**src/common/shra_pkg.sv**
```systemverilog
// constants shared by the hidden-clock access controller and its cycle engine
// assumes a 200 MHz aclk and an asynchronous byte-wide memory part on the pins
`default_nettype none

package shra_pkg;

	// ----------------------------------------------------------------
	// widths
	// ----------------------------------------------------------------
	localparam int ADDR_W = 21; // byte address pins
	localparam int DATA_W = 8; // data pins
	localparam int SCRATCH_W = 19; // scratch address stays in lowest 512kB
	localparam int XFER_BITS = 64; // unlock and transfer length in cycles
	localparam int BIT_W = 6; // index into a 64-bit stream
	localparam int CNT_W = 8; // phase counter width
	localparam int AXI_ADDR_W = 8; // register window

	// ----------------------------------------------------------------
	// unlock pattern, bytes c5 3a a3 5c twice, bit 0 sent first
	// ----------------------------------------------------------------
	localparam logic [63:0] UNLOCK_PATTERN = 64'h5CA3_3AC5_5CA3_3AC5;

	// ----------------------------------------------------------------
	// timing, figures in ns and derived cycle counts
	// ----------------------------------------------------------------
	localparam int CLK_PERIOD_NS = 5;
	localparam int ADDR_SETUP_NS = 10; // address stable before strobes
	localparam int ADDRESS_TO_DATA_NS = 100; // address_to_data_time
	localparam int WRITE_PULSE_NS = 75; // strobe low time on a write
	localparam int WRITE_RECOVERY_NS = 10; // write_recovery_time
	localparam int SYNC_STAGES = 2; // pin synchroniser depth
	localparam int SETUP_CYC = (ADDR_SETUP_NS + CLK_PERIOD_NS - 1) / CLK_PERIOD_NS;
	localparam int ACCESS_CYC = (ADDRESS_TO_DATA_NS + CLK_PERIOD_NS - 1) / CLK_PERIOD_NS;
	localparam int READ_CYC = ACCESS_CYC + SYNC_STAGES + 1;
	localparam int WRITE_CYC = (WRITE_PULSE_NS + CLK_PERIOD_NS - 1) / CLK_PERIOD_NS;
	localparam int RECOV_CYC = (WRITE_RECOVERY_NS + CLK_PERIOD_NS - 1) / CLK_PERIOD_NS;

	// ----------------------------------------------------------------
	// register offsets (byte addresses)
	// ----------------------------------------------------------------
	localparam logic [7:0] REG_CTRL = 8'h00;
	localparam logic [7:0] REG_STATUS = 8'h04;
	localparam logic [7:0] REG_ADDR = 8'h08;
	localparam logic [7:0] REG_WDATA = 8'h0C;
	localparam logic [7:0] REG_RDATA = 8'h10;
	localparam logic [7:0] REG_SCRATCH = 8'h14;
	localparam logic [7:0] REG_TIME_LO = 8'h18;
	localparam logic [7:0] REG_TIME_HI = 8'h1C;

	// ----------------------------------------------------------------
	// fields and reset values
	// ----------------------------------------------------------------
	localparam int STAT_BUSY_BIT = 0;
	localparam int STAT_DONE_BIT = 1;
	localparam logic [SCRATCH_W-1:0] RST_SCRATCH = 19'h00000;
	localparam logic [ADDR_W-1:0] RST_ADDR = 21'h000000;
	localparam logic [DATA_W-1:0] RST_BYTE = 8'h00;
	localparam logic [63:0] RST_TIME = 64'h0;
	localparam logic [1:0] RESP_OKAY = 2'h0;
	localparam logic [1:0] RESP_SLVERR = 2'h2;

	// ----------------------------------------------------------------
	// commands written to the control register, bits 1:0
	// ----------------------------------------------------------------
	typedef enum logic [1:0] {
		SHRA_CMD_MEM_WR,
		SHRA_CMD_MEM_RD,
		SHRA_CMD_CLK_RD,
		SHRA_CMD_CLK_WR
	} shra_cmd_e;

endpackage

`default_nettype wire

```
**src/core/shra_cycle.sv**
```systemverilog
// one asynchronous memory cycle on the device pins, read or write
// assumes start only while idle; data_in comes from the pins, unsynchronised
`timescale 1ns/10ps
`default_nettype none

module shra_cycle (
	// clock and reset
	input wire logic aclk,
	input wire logic aresetn,
	// request from the sequencer
	input wire logic start,
	input wire logic is_write,
	input wire logic [shra_pkg::ADDR_W-1:0] addr,
	input wire logic [shra_pkg::DATA_W-1:0] wdata,
	output logic done,
	output logic [shra_pkg::DATA_W-1:0] rdata,
	// device pins
	output logic chip_select_n,
	output logic write_strobe_n,
	output logic output_drive_n,
	output logic [shra_pkg::ADDR_W-1:0] byte_address,
	output logic [shra_pkg::DATA_W-1:0] data_out,
	output logic data_oe_n,
	input wire logic [shra_pkg::DATA_W-1:0] data_in
);

	// ----------------------------------------------------------------
	// state
	// ----------------------------------------------------------------
	typedef enum logic [1:0] {CY_IDLE, CY_SETUP, CY_STROBE, CY_RECOV} shra_cy_e;
	shra_cy_e state_q; // cycle phase
	logic wr_q; // held direction
	logic [shra_pkg::CNT_W-1:0] cnt_q; // phase cycles left
	logic [shra_pkg::DATA_W-1:0] sync1_q; // first pin stage, read only by sync2_q
	logic [shra_pkg::DATA_W-1:0] sync2_q; // second pin stage

	// phase lengths at counter width
	wire logic [shra_pkg::CNT_W-1:0] setup_len = shra_pkg::CNT_W'(shra_pkg::SETUP_CYC - 1);
	wire logic [shra_pkg::CNT_W-1:0] read_len = shra_pkg::CNT_W'(shra_pkg::READ_CYC - 1);
	wire logic [shra_pkg::CNT_W-1:0] write_len = shra_pkg::CNT_W'(shra_pkg::WRITE_CYC - 1);
	wire logic [shra_pkg::CNT_W-1:0] recov_len = shra_pkg::CNT_W'(shra_pkg::RECOV_CYC - 1);
	wire logic cnt_end = (cnt_q == '0);

	// pin synchroniser, the strobe is long enough to cover its delay
	always_ff @(posedge aclk) begin
		sync1_q <= data_in;
		sync2_q <= sync1_q;
	end

	// phase sequencer; address held from setup through recovery
	always_ff @(posedge aclk) begin
		if (!aresetn) begin
			state_q <= CY_IDLE;
			wr_q <= 1'b0;
			cnt_q <= '0;
			done <= 1'b0;
			rdata <= shra_pkg::RST_BYTE;
			chip_select_n <= 1'b1;
			write_strobe_n <= 1'b1;
			output_drive_n <= 1'b1;
			byte_address <= shra_pkg::RST_ADDR;
			data_out <= shra_pkg::RST_BYTE;
			data_oe_n <= 1'b1;
		end else begin
			done <= 1'b0;
			cnt_q <= cnt_q - 1'b1;
			case (state_q)
				CY_IDLE: begin
					cnt_q <= setup_len;
					if (start) begin
						// address settles before any strobe falls
						state_q <= CY_SETUP;
						wr_q <= is_write;
						byte_address <= addr;
						data_out <= wdata;
						data_oe_n <= ~is_write;
					end
				end
				CY_SETUP: begin
					if (cnt_end) begin
						state_q <= CY_STROBE;
						cnt_q <= wr_q ? write_len : read_len;
						chip_select_n <= 1'b0;
						write_strobe_n <= ~wr_q;
						// output drive stays high on writes, no contention
						output_drive_n <= wr_q;
					end
				end
				CY_STROBE: begin
					if (cnt_end) begin
						// both strobes rise together, ending the cycle
						state_q <= CY_RECOV;
						cnt_q <= recov_len;
						chip_select_n <= 1'b1;
						write_strobe_n <= 1'b1;
						output_drive_n <= 1'b1;
						rdata <= sync2_q;
					end
				end
				CY_RECOV: begin
					// strobe high for the recovery time before the next cycle
					data_oe_n <= 1'b1;
					if (cnt_end) begin
						state_q <= CY_IDLE;
						done <= 1'b1;
					end
				end
				default: state_q <= CY_IDLE;
			endcase
		end
	end

endmodule

`default_nettype wire

```
**src/core/shra_ctrl.sv**
```systemverilog
// host controller that reaches memory and the hidden timekeeper of a byte-wide part
// assumes an axi4-lite master on aclk and the part wired straight to the pin ports
//
// Local design decisions: the AXI4-Lite slave port and the address map.
`timescale 1ns/10ps
`default_nettype none

module shra_ctrl (
	// clock and reset
	input wire logic aclk,
	input wire logic aresetn,
	// axi4-lite write address
	input wire logic [shra_pkg::AXI_ADDR_W-1:0] awaddr,
	input wire logic awvalid,
	output logic awready,
	// axi4-lite write data
	input wire logic [31:0] wdata,
	input wire logic [3:0] wstrb,
	input wire logic wvalid,
	output logic wready,
	// axi4-lite write response
	output logic [1:0] bresp,
	output logic bvalid,
	input wire logic bready,
	// axi4-lite read address
	input wire logic [shra_pkg::AXI_ADDR_W-1:0] araddr,
	input wire logic arvalid,
	output logic arready,
	// axi4-lite read data
	output logic [31:0] rdata,
	output logic [1:0] rresp,
	output logic rvalid,
	input wire logic rready,
	// device pins
	output logic chip_select_n,
	output logic write_strobe_n,
	output logic output_drive_n,
	output logic [shra_pkg::ADDR_W-1:0] byte_address,
	output logic [shra_pkg::DATA_W-1:0] serial_lane_out,
	output logic serial_lane_oe_n,
	input wire logic [shra_pkg::DATA_W-1:0] serial_lane_in
);

	// ----------------------------------------------------------------
	// bus slave state
	// ----------------------------------------------------------------
	logic aw_full_q; // write address held
	logic w_full_q; // write data held
	logic [shra_pkg::AXI_ADDR_W-1:0] awaddr_q; // held write address
	logic [31:0] wdata_q; // held write data
	logic [3:0] wstrb_q; // held byte enables

	// ----------------------------------------------------------------
	// software registers
	// ----------------------------------------------------------------
	shra_pkg::shra_cmd_e cmd_q; // last command accepted
	logic done_q, done_d; // sticky completion flag
	logic [shra_pkg::ADDR_W-1:0] addr_q; // memory cycle address
	logic [shra_pkg::DATA_W-1:0] wbyte_q; // memory write byte
	logic [shra_pkg::DATA_W-1:0] rbyte_q, rbyte_d; // memory read byte
	logic [shra_pkg::SCRATCH_W-1:0] scratch_q; // unlock scratch address
	logic [63:0] time_q, time_d; // clock image, sent or received

	// ----------------------------------------------------------------
	// sequencer state
	// ----------------------------------------------------------------
	typedef enum logic [2:0] {SQ_IDLE, SQ_MEM, SQ_PTR_RST, SQ_UNLOCK, SQ_XFER} shra_sq_e;
	shra_sq_e state_q, state_d; // sequence position
	logic [shra_pkg::BIT_W-1:0] bit_q, bit_d; // stream bit index
	logic start_q, start_d; // engine start pulse
	logic ewr_q, ewr_d; // engine direction
	logic [shra_pkg::ADDR_W-1:0] eaddr_q, eaddr_d; // engine address
	logic [shra_pkg::DATA_W-1:0] ebyte_q, ebyte_d; // engine write byte
	logic eng_done; // engine finished a cycle
	logic [shra_pkg::DATA_W-1:0] eng_rdata; // byte sampled by the engine

	// ----------------------------------------------------------------
	// write decode
	// ----------------------------------------------------------------
	wire logic wr_fire = aw_full_q & w_full_q & ~bvalid; // both halves held
	wire logic idle = (state_q == SQ_IDLE);
	wire logic [31:0] wmask = {{8{wstrb_q[3]}}, {8{wstrb_q[2]}}, {8{wstrb_q[1]}}, {8{wstrb_q[0]}}};
	wire logic w_ctrl = (awaddr_q == shra_pkg::REG_CTRL);
	wire logic w_status = (awaddr_q == shra_pkg::REG_STATUS);
	wire logic w_addr = (awaddr_q == shra_pkg::REG_ADDR);
	wire logic w_wbyte = (awaddr_q == shra_pkg::REG_WDATA);
	wire logic w_rbyte = (awaddr_q == shra_pkg::REG_RDATA);
	wire logic w_scratch = (awaddr_q == shra_pkg::REG_SCRATCH);
	wire logic w_tlo = (awaddr_q == shra_pkg::REG_TIME_LO);
	wire logic w_thi = (awaddr_q == shra_pkg::REG_TIME_HI);
	wire logic w_mapped = w_ctrl | w_status | w_addr | w_wbyte | w_rbyte | w_scratch | w_tlo | w_thi;
	// a command written while busy is dropped; software polls busy first
	wire logic go = wr_fire & w_ctrl & wstrb_q[0] & idle;
	wire logic done_clr = wr_fire & w_status & wstrb_q[0] & wdata_q[shra_pkg::STAT_DONE_BIT];
	wire logic [31:0] addr_m = ({11'h000, addr_q} & ~wmask) | (wdata_q & wmask);
	wire logic [31:0] scr_m = ({13'h0000, scratch_q} & ~wmask) | (wdata_q & wmask);
	wire logic [31:0] wb_m = ({24'h000000, wbyte_q} & ~wmask) | (wdata_q & wmask);
	wire logic [31:0] tlo_m = (time_q[31:0] & ~wmask) | (wdata_q & wmask);
	wire logic [31:0] thi_m = (time_q[63:32] & ~wmask) | (wdata_q & wmask);
	wire logic [shra_pkg::ADDR_W-1:0] scratch_addr = {2'h0, scratch_q};
	wire shra_pkg::shra_cmd_e new_cmd = shra_pkg::shra_cmd_e'(wdata_q[1:0]);
	wire logic clk_wr = (cmd_q == shra_pkg::SHRA_CMD_CLK_WR);
	wire logic last_bit = (bit_q == shra_pkg::BIT_W'(shra_pkg::XFER_BITS - 1));
	wire logic [shra_pkg::BIT_W-1:0] bit_nx = bit_q + 1'b1;

	// ----------------------------------------------------------------
	// read decode
	// ----------------------------------------------------------------
	wire logic [31:0] status_word = {30'h0, done_q, ~idle};
	wire logic [31:0] rd_word =
		(araddr == shra_pkg::REG_CTRL) ? {30'h0, cmd_q} :
		(araddr == shra_pkg::REG_STATUS) ? status_word :
		(araddr == shra_pkg::REG_ADDR) ? {11'h000, addr_q} :
		(araddr == shra_pkg::REG_WDATA) ? {24'h000000, wbyte_q} :
		(araddr == shra_pkg::REG_RDATA) ? {24'h000000, rbyte_q} :
		(araddr == shra_pkg::REG_SCRATCH) ? {13'h0000, scratch_q} :
		(araddr == shra_pkg::REG_TIME_LO) ? time_q[31:0] :
		(araddr == shra_pkg::REG_TIME_HI) ? time_q[63:32] : 32'h0;
	wire logic r_mapped = (araddr[1:0] == 2'h0) && (araddr <= shra_pkg::REG_TIME_HI);

	// ----------------------------------------------------------------
	// write channels; address and data taken in either order
	// ----------------------------------------------------------------
	always_ff @(posedge aclk) begin
		if (!aresetn) begin
			aw_full_q <= 1'b0;
			w_full_q <= 1'b0;
			awready <= 1'b1;
			wready <= 1'b1;
			bvalid <= 1'b0;
			bresp <= shra_pkg::RESP_OKAY;
			awaddr_q <= '0;
			wdata_q <= 32'h0;
			wstrb_q <= 4'h0;
		end else begin
			if (awvalid && awready) begin
				aw_full_q <= 1'b1;
				awready <= 1'b0;
				awaddr_q <= awaddr;
			end
			if (wvalid && wready) begin
				w_full_q <= 1'b1;
				wready <= 1'b0;
				wdata_q <= wdata;
				wstrb_q <= wstrb;
			end
			if (wr_fire) begin
				// unmapped offsets answer slverr and change nothing
				aw_full_q <= 1'b0;
				w_full_q <= 1'b0;
				bvalid <= 1'b1;
				bresp <= w_mapped ? shra_pkg::RESP_OKAY : shra_pkg::RESP_SLVERR;
			end
			if (bvalid && bready) begin
				bvalid <= 1'b0;
				awready <= 1'b1;
				wready <= 1'b1;
			end
		end
	end

	// ----------------------------------------------------------------
	// read channel, answer one cycle after the address is taken
	// ----------------------------------------------------------------
	always_ff @(posedge aclk) begin
		if (!aresetn) begin
			arready <= 1'b1;
			rvalid <= 1'b0;
			rdata <= 32'h0;
			rresp <= shra_pkg::RESP_OKAY;
		end else if (arvalid && arready) begin
			arready <= 1'b0;
			rvalid <= 1'b1;
			rdata <= rd_word;
			rresp <= r_mapped ? shra_pkg::RESP_OKAY : shra_pkg::RESP_SLVERR;
		end else if (rvalid && rready) begin
			rvalid <= 1'b0;
			arready <= 1'b1;
		end
	end

	// ----------------------------------------------------------------
	// configuration registers, frozen while a sequence runs
	// ----------------------------------------------------------------
	always_ff @(posedge aclk) begin
		if (!aresetn) begin
			cmd_q <= shra_pkg::SHRA_CMD_MEM_WR;
			addr_q <= shra_pkg::RST_ADDR;
			wbyte_q <= shra_pkg::RST_BYTE;
			scratch_q <= shra_pkg::RST_SCRATCH;
		end else if (wr_fire && idle) begin
			if (go) cmd_q <= new_cmd;
			if (w_addr) addr_q <= addr_m[shra_pkg::ADDR_W-1:0];
			if (w_wbyte) wbyte_q <= wb_m[shra_pkg::DATA_W-1:0];
			// one fixed scratch word absorbs every unlock write
			if (w_scratch) scratch_q <= scr_m[shra_pkg::SCRATCH_W-1:0];
		end
	end

	// ----------------------------------------------------------------
	// sequencer: memory cycle, or pointer reset, unlock and transfer
	// ----------------------------------------------------------------
	always_comb begin
		state_d = state_q;
		bit_d = bit_q;
		start_d = 1'b0;
		ewr_d = ewr_q;
		eaddr_d = eaddr_q;
		ebyte_d = ebyte_q;
		rbyte_d = rbyte_q;
		time_d = time_q;
		// set beats clear when both land in one cycle
		done_d = done_q & ~done_clr;
		// software loads the clock image only while idle
		if (wr_fire && idle && w_tlo) time_d[31:0] = tlo_m;
		if (wr_fire && idle && w_thi) time_d[63:32] = thi_m;
		case (state_q)
			SQ_IDLE: begin
				if (go) begin
					start_d = 1'b1;
					bit_d = '0;
					if (new_cmd == shra_pkg::SHRA_CMD_MEM_WR || new_cmd == shra_pkg::SHRA_CMD_MEM_RD) begin
						// plain access; without the pattern it reaches the array
						state_d = SQ_MEM;
						ewr_d = (new_cmd == shra_pkg::SHRA_CMD_MEM_WR);
						eaddr_d = addr_q;
						ebyte_d = wbyte_q;
					end else begin
						// a read first puts the comparison pointer at bit 0
						state_d = SQ_PTR_RST;
						ewr_d = 1'b0;
						eaddr_d = scratch_addr;
						ebyte_d = shra_pkg::RST_BYTE;
					end
				end
			end
			SQ_MEM: begin
				if (eng_done) begin
					state_d = SQ_IDLE;
					done_d = 1'b1;
					if (!ewr_q) rbyte_d = eng_rdata;
				end
			end
			SQ_PTR_RST: begin
				if (eng_done) begin
					// first pattern bit on lane 0, upper lanes zero
					state_d = SQ_UNLOCK;
					start_d = 1'b1;
					ewr_d = 1'b1;
					ebyte_d = {7'h00, shra_pkg::UNLOCK_PATTERN[0]};
				end
			end
			SQ_UNLOCK: begin
				// 64 back-to-back writes, no read may break the run
				if (eng_done) begin
					start_d = 1'b1;
					if (last_bit) begin
						// pattern complete; the stream now carries clock bits
						state_d = SQ_XFER;
						bit_d = '0;
						ewr_d = clk_wr;
						ebyte_d = {7'h00, time_q[0]};
					end else begin
						bit_d = bit_nx;
						ebyte_d = {7'h00, shra_pkg::UNLOCK_PATTERN[bit_nx]};
					end
				end
			end
			SQ_XFER: begin
				// always the full 64 bits, so every register moves whole
				if (eng_done) begin
					if (!ewr_q) time_d[bit_q] = eng_rdata[0];
					if (last_bit) begin
						state_d = SQ_IDLE;
						done_d = 1'b1;
					end else begin
						start_d = 1'b1;
						bit_d = bit_nx;
						ebyte_d = {7'h00, time_q[bit_nx]};
					end
				end
			end
			default: state_d = SQ_IDLE;
		endcase
	end

	// sequencer registers
	always_ff @(posedge aclk) begin
		if (!aresetn) begin
			state_q <= SQ_IDLE;
			bit_q <= '0;
			start_q <= 1'b0;
			ewr_q <= 1'b0;
			eaddr_q <= shra_pkg::RST_ADDR;
			ebyte_q <= shra_pkg::RST_BYTE;
			rbyte_q <= shra_pkg::RST_BYTE;
			time_q <= shra_pkg::RST_TIME;
			done_q <= 1'b0;
		end else begin
			state_q <= state_d;
			bit_q <= bit_d;
			start_q <= start_d;
			ewr_q <= ewr_d;
			eaddr_q <= eaddr_d;
			ebyte_q <= ebyte_d;
			rbyte_q <= rbyte_d;
			time_q <= time_d;
			done_q <= done_d;
		end
	end

	// ----------------------------------------------------------------
	// pin cycle engine; every pin leaves it from a flip-flop
	// ----------------------------------------------------------------
	shra_cycle u_cycle (
		.aclk(aclk),
		.aresetn(aresetn),
		.start(start_q),
		.is_write(ewr_q),
		.addr(eaddr_q),
		.wdata(ebyte_q),
		.done(eng_done),
		.rdata(eng_rdata),
		.chip_select_n(chip_select_n),
		.write_strobe_n(write_strobe_n),
		.output_drive_n(output_drive_n),
		.byte_address(byte_address),
		.data_out(serial_lane_out),
		.data_oe_n(serial_lane_oe_n),
		.data_in(serial_lane_in)
	);

endmodule

`default_nettype wire

```
**config.mk**
```make
export PLATFORM = sky130hd
export DESIGN_NAME = shra_ctrl
export DESIGN_NICKNAME = d
export VERILOG_FILES = /design/src/common/shra_pkg.sv /design/src/core/shra_cycle.sv /design/src/core/shra_ctrl.sv
export SDC_FILE = /design/constraint.sdc
export NUM_CORES = 1
export LEC_CHECK = 0
export ABC_AREA = 1
export BUFFER_PORTS_ARGS = -buffer_cell sky130_fd_sc_hd__buf_2
export CORE_ASPECT_RATIO = 0.5
export CORE_MARGIN = 5
export CORE_UTILIZATION = 48
export DETAILED_ROUTE_END_ITERATION = 12
export PLACE_DENSITY = 0.74
export SETUP_SLACK_MARGIN = 0.05
export SYNTH_ARGS = -nofsm -noshare
export SYNTH_HDL_FRONTEND = slang
export SYNTH_SLANG_ARGS = --single-unit
```
**constraint.sdc**
```tcl
create_clock -name aclk -period 2.4 [get_ports aclk]
set_input_delay 0.24 -clock aclk [delete_from_list [all_inputs] [get_ports aclk]]
set_output_delay 0.24 -clock aclk [all_outputs]
set_load 0.03 [all_outputs]
```
==> impl_metrics.json <==
{
  "synth_flop_cell": "dfxtp_1",
  "synth.avg_cell_area_um2": 7.051,
  "vias": 14549,
  "crit_slowest_cell": "dfxtp_1",
  "outcome": "complete, no violations",
  "drv_slew": 0,
  "die_area_um2": 33630,
  "avgViaCountPerCell": 5.568,
  "yosys-top-cells-count": "nand2_1, dfxtp_1, o21ai_0",
  "drive_above_1_share": 0.1396,
  "holdCritStartpoint": "wstrb[2]",
  "final_antenna_net_count": 0,
  "fin_ws_ps": 318.3,
  "hold_viol": 0,
  "max-vdd-ir-drop_v": 0.0005768,
  "area_delta_synth_final_pct": 18.38,
  "start_kind": "flop",
  "yosys-top-cells-area": "dfxtp_1, nand2_1, o21ai_0, a21oi_1, nor2_1",
  "end_kind": "flop",
  "critPathKind": "flop to flop",
  "p_leak_nw": 6.897,
  "antenna_found_initial": 2,
  "finClkSkew_ps": 12.88,
  "gp_congestion": 0.9965,
  "tns_ps": 0,
  "synthDistinctLibCells": 44,
  "core-area_um2": 29230,
  "critical-path-top-delay-family": "simple AND/OR/NAND/NOR gates",
  "drc": 0,
  "required_ps": 2900,
  "crit_top_cell": "nor2_8",
  "clock_latency_ps": 570,
  "min_path_type": "input pin to flop",
  "relSlewSlack": 0.3557,
  "worst_r2r_startpoint": "bvalid",
  "synthCells": 2033,
  "ys_warn_count": 0,
  "grt.total_usage": 0.2697,
  "ctsHtreeMaxLevel": 1,
  "path_buf_inv": 3,
  "netlist_area_um2": 14330,
  "grt_max_degree": 80,
  "p_total_w": 0.01395,
  "synth_largest_area_cell": "dfxtp_1",
  "layout.nets": 2272,
  "dpl.cell_count": 2517,
  "wirelength_um": 47340,
  "rows": 44,
  "cellPowerDensity_nw_per_um2": 822.2,
  "clk_path_buf_depth": 3,
  "cap_violations": 0,
  "clkSinkCount": 317,
  "worstPathMaxFanout": 12,
  "slowest_delay_ps": 320,
  "avgRoutedWirePerCell_um": 18.12,
  "setup_viol": 0,
  "cp_cell_sequence": "inv_1 > nand3_2 > nor2_8 > nand2_4 > nor2_8 > buf_4 > inv_2 > o31ai_1 > nand2_1 > a21oi_1",
  "min_period_over_period": 0.8674,
  "worst_slew_pin_slew_ps": 965.5,
  "stdcell_count": 2613,
  "critPathArrivalTime_ps": 2580,
  "clkTransAtPathRegs_ps": 70,
  "portBuffers": 138,
  "dpl_worst_slack_ps": 368.6,
  "fin_util": 0.5805,
  "cts_tree": "built",
  "cts_resized": 0,
  "period_needed_ps": 2082,
  "grt_pass1_vias": 13092,
  "start_util": 0.4904,
  "fmax_mhz": 480.4,
  "n_fill_cell": 2710,
  "die_w_um": 254.4,
  "cp-startpoint": "bvalid",
  "cts_buffers": 28,
  "ys_seq_elements": 317,
  "io_pins": 141,
  "dp_hpwl_um": 34060,
  "async_flop_share": 0,
  "rsz0062_at_grt": "false",
  "die_y_um": 132.2,
  "yosysMostFrequentCell": "nand2_1",
  "drt_first_pass_iters": 6,
  "grt_pass1_wl_um": 73130,
  "cts-root-buf": "clkbuf_16",
  "synth_edf_count": 0,
  "synth_top_area_frac": 0.4427,
  "grt.overflow.total": 0,
  "drt_iter0_drc": 1878,
  "seq_area_frac_synth": 0.4427
}
-- metrics by stage --
| step | hold WS [ps] | area, um^2 |
|---|---|---|
| floorplan | 267.7 | 14340 |
| global placement | 310.6 | 15550 |
| detailed placement | 312.1 | 15550 |
| CTS | 0.5912 | 16960 |
| global route | 11.63 | 16970 |
| finish | 9.167 | 16970 |
-- per-layer routing --
| metal | global-route usage | up-vias | wire length, um |
|---|---|---|---|
| li1 | - | 7051 | - |
| met1 | 0.4051 | 6686 | 21360 |
| met2 | 0.3899 | 723 | 19480 |
| met3 | 0.06840 | 87 | 5493 |
| met4 | 0.05781 | 2 | 991 |
| met5 | 0 | - | 13 |
-- cell usage in the layout, fill, tap and decap left out, types with 7 or more instances in the layout --
cell type	netlist	layout
o22ai_1	24	24
o31ai_1	7	7
nor2_1	218	218
nor3_1	8	8
inv_2	17	18
a31oi_1	39	39
inv_1	212	211
nand2_1	361	360
o211ai_1	12	12
o21ai_1	23	23
a21oi_1	226	226
buf_2	23	137
nand2_2	6	7
nand3_1	129	129
dlygate4sd3_1	0	43
xor2_1	7	7
dfxtp_1	317	317
nor2_2	9	9
clkbuf_16	0	29
buf_4	3	57
o21ai_0	246	246
-- final timing paths --
path                                           end  slack, ps  cells after the start
worst max-delay path                    time_q[52]        320                     10
worst min-delay path                    wstrb_q[2]          9                      3
worst max register to register          time_q[52]        320                     10
worst min register to register  u_cycle.sync2_q[2]        330                      0
-- what timing repair did --
item                      CTS  global route
hold endpoints to repair   44             1
hold buffers               42             1
buffers inserted            0             0
-- power breakdown --
| group | switching, W | internal, W |
|---|---|---|
| Clock | 0.00215 | 0.00268 |
| Combinational | 0.00229 | 0.00104 |
| Sequential | 0.000256 | 0.00553 |
| Total | 0.00470 | 0.00925 |
-- worst min-delay path, cell delays in order --
cell	delay [ps]
buf_2	70
o21ai_0	70
a21oi_1	140
-- logic make-up after synthesis --
logic type      count (synthesis)  synth area share
simple gates                  763            0.2297
xor+xnor                       10          0.006110
compound gates                597            0.2228
flops                         317            0.4427
other cells                     1         0.0002616
fa+ha+maj                       6          0.005237
buf+inv                       339           0.09313
-- final cells by class --
cell class              instances  area, um^2  area share
well taps                     391       489.2     0.02883
repair buffers                241        1615     0.09519
diodes                          1       2.502   0.0001475
clock inverters                19       201.4     0.01187
multi-input cells            1378        6660      0.3925
inverters                     233       874.6     0.05154
flip-flops and latches        317        6346      0.3740
clock buffers                  33       780.7     0.04601
Note: power is estimated with default switching activity, not from simulation.
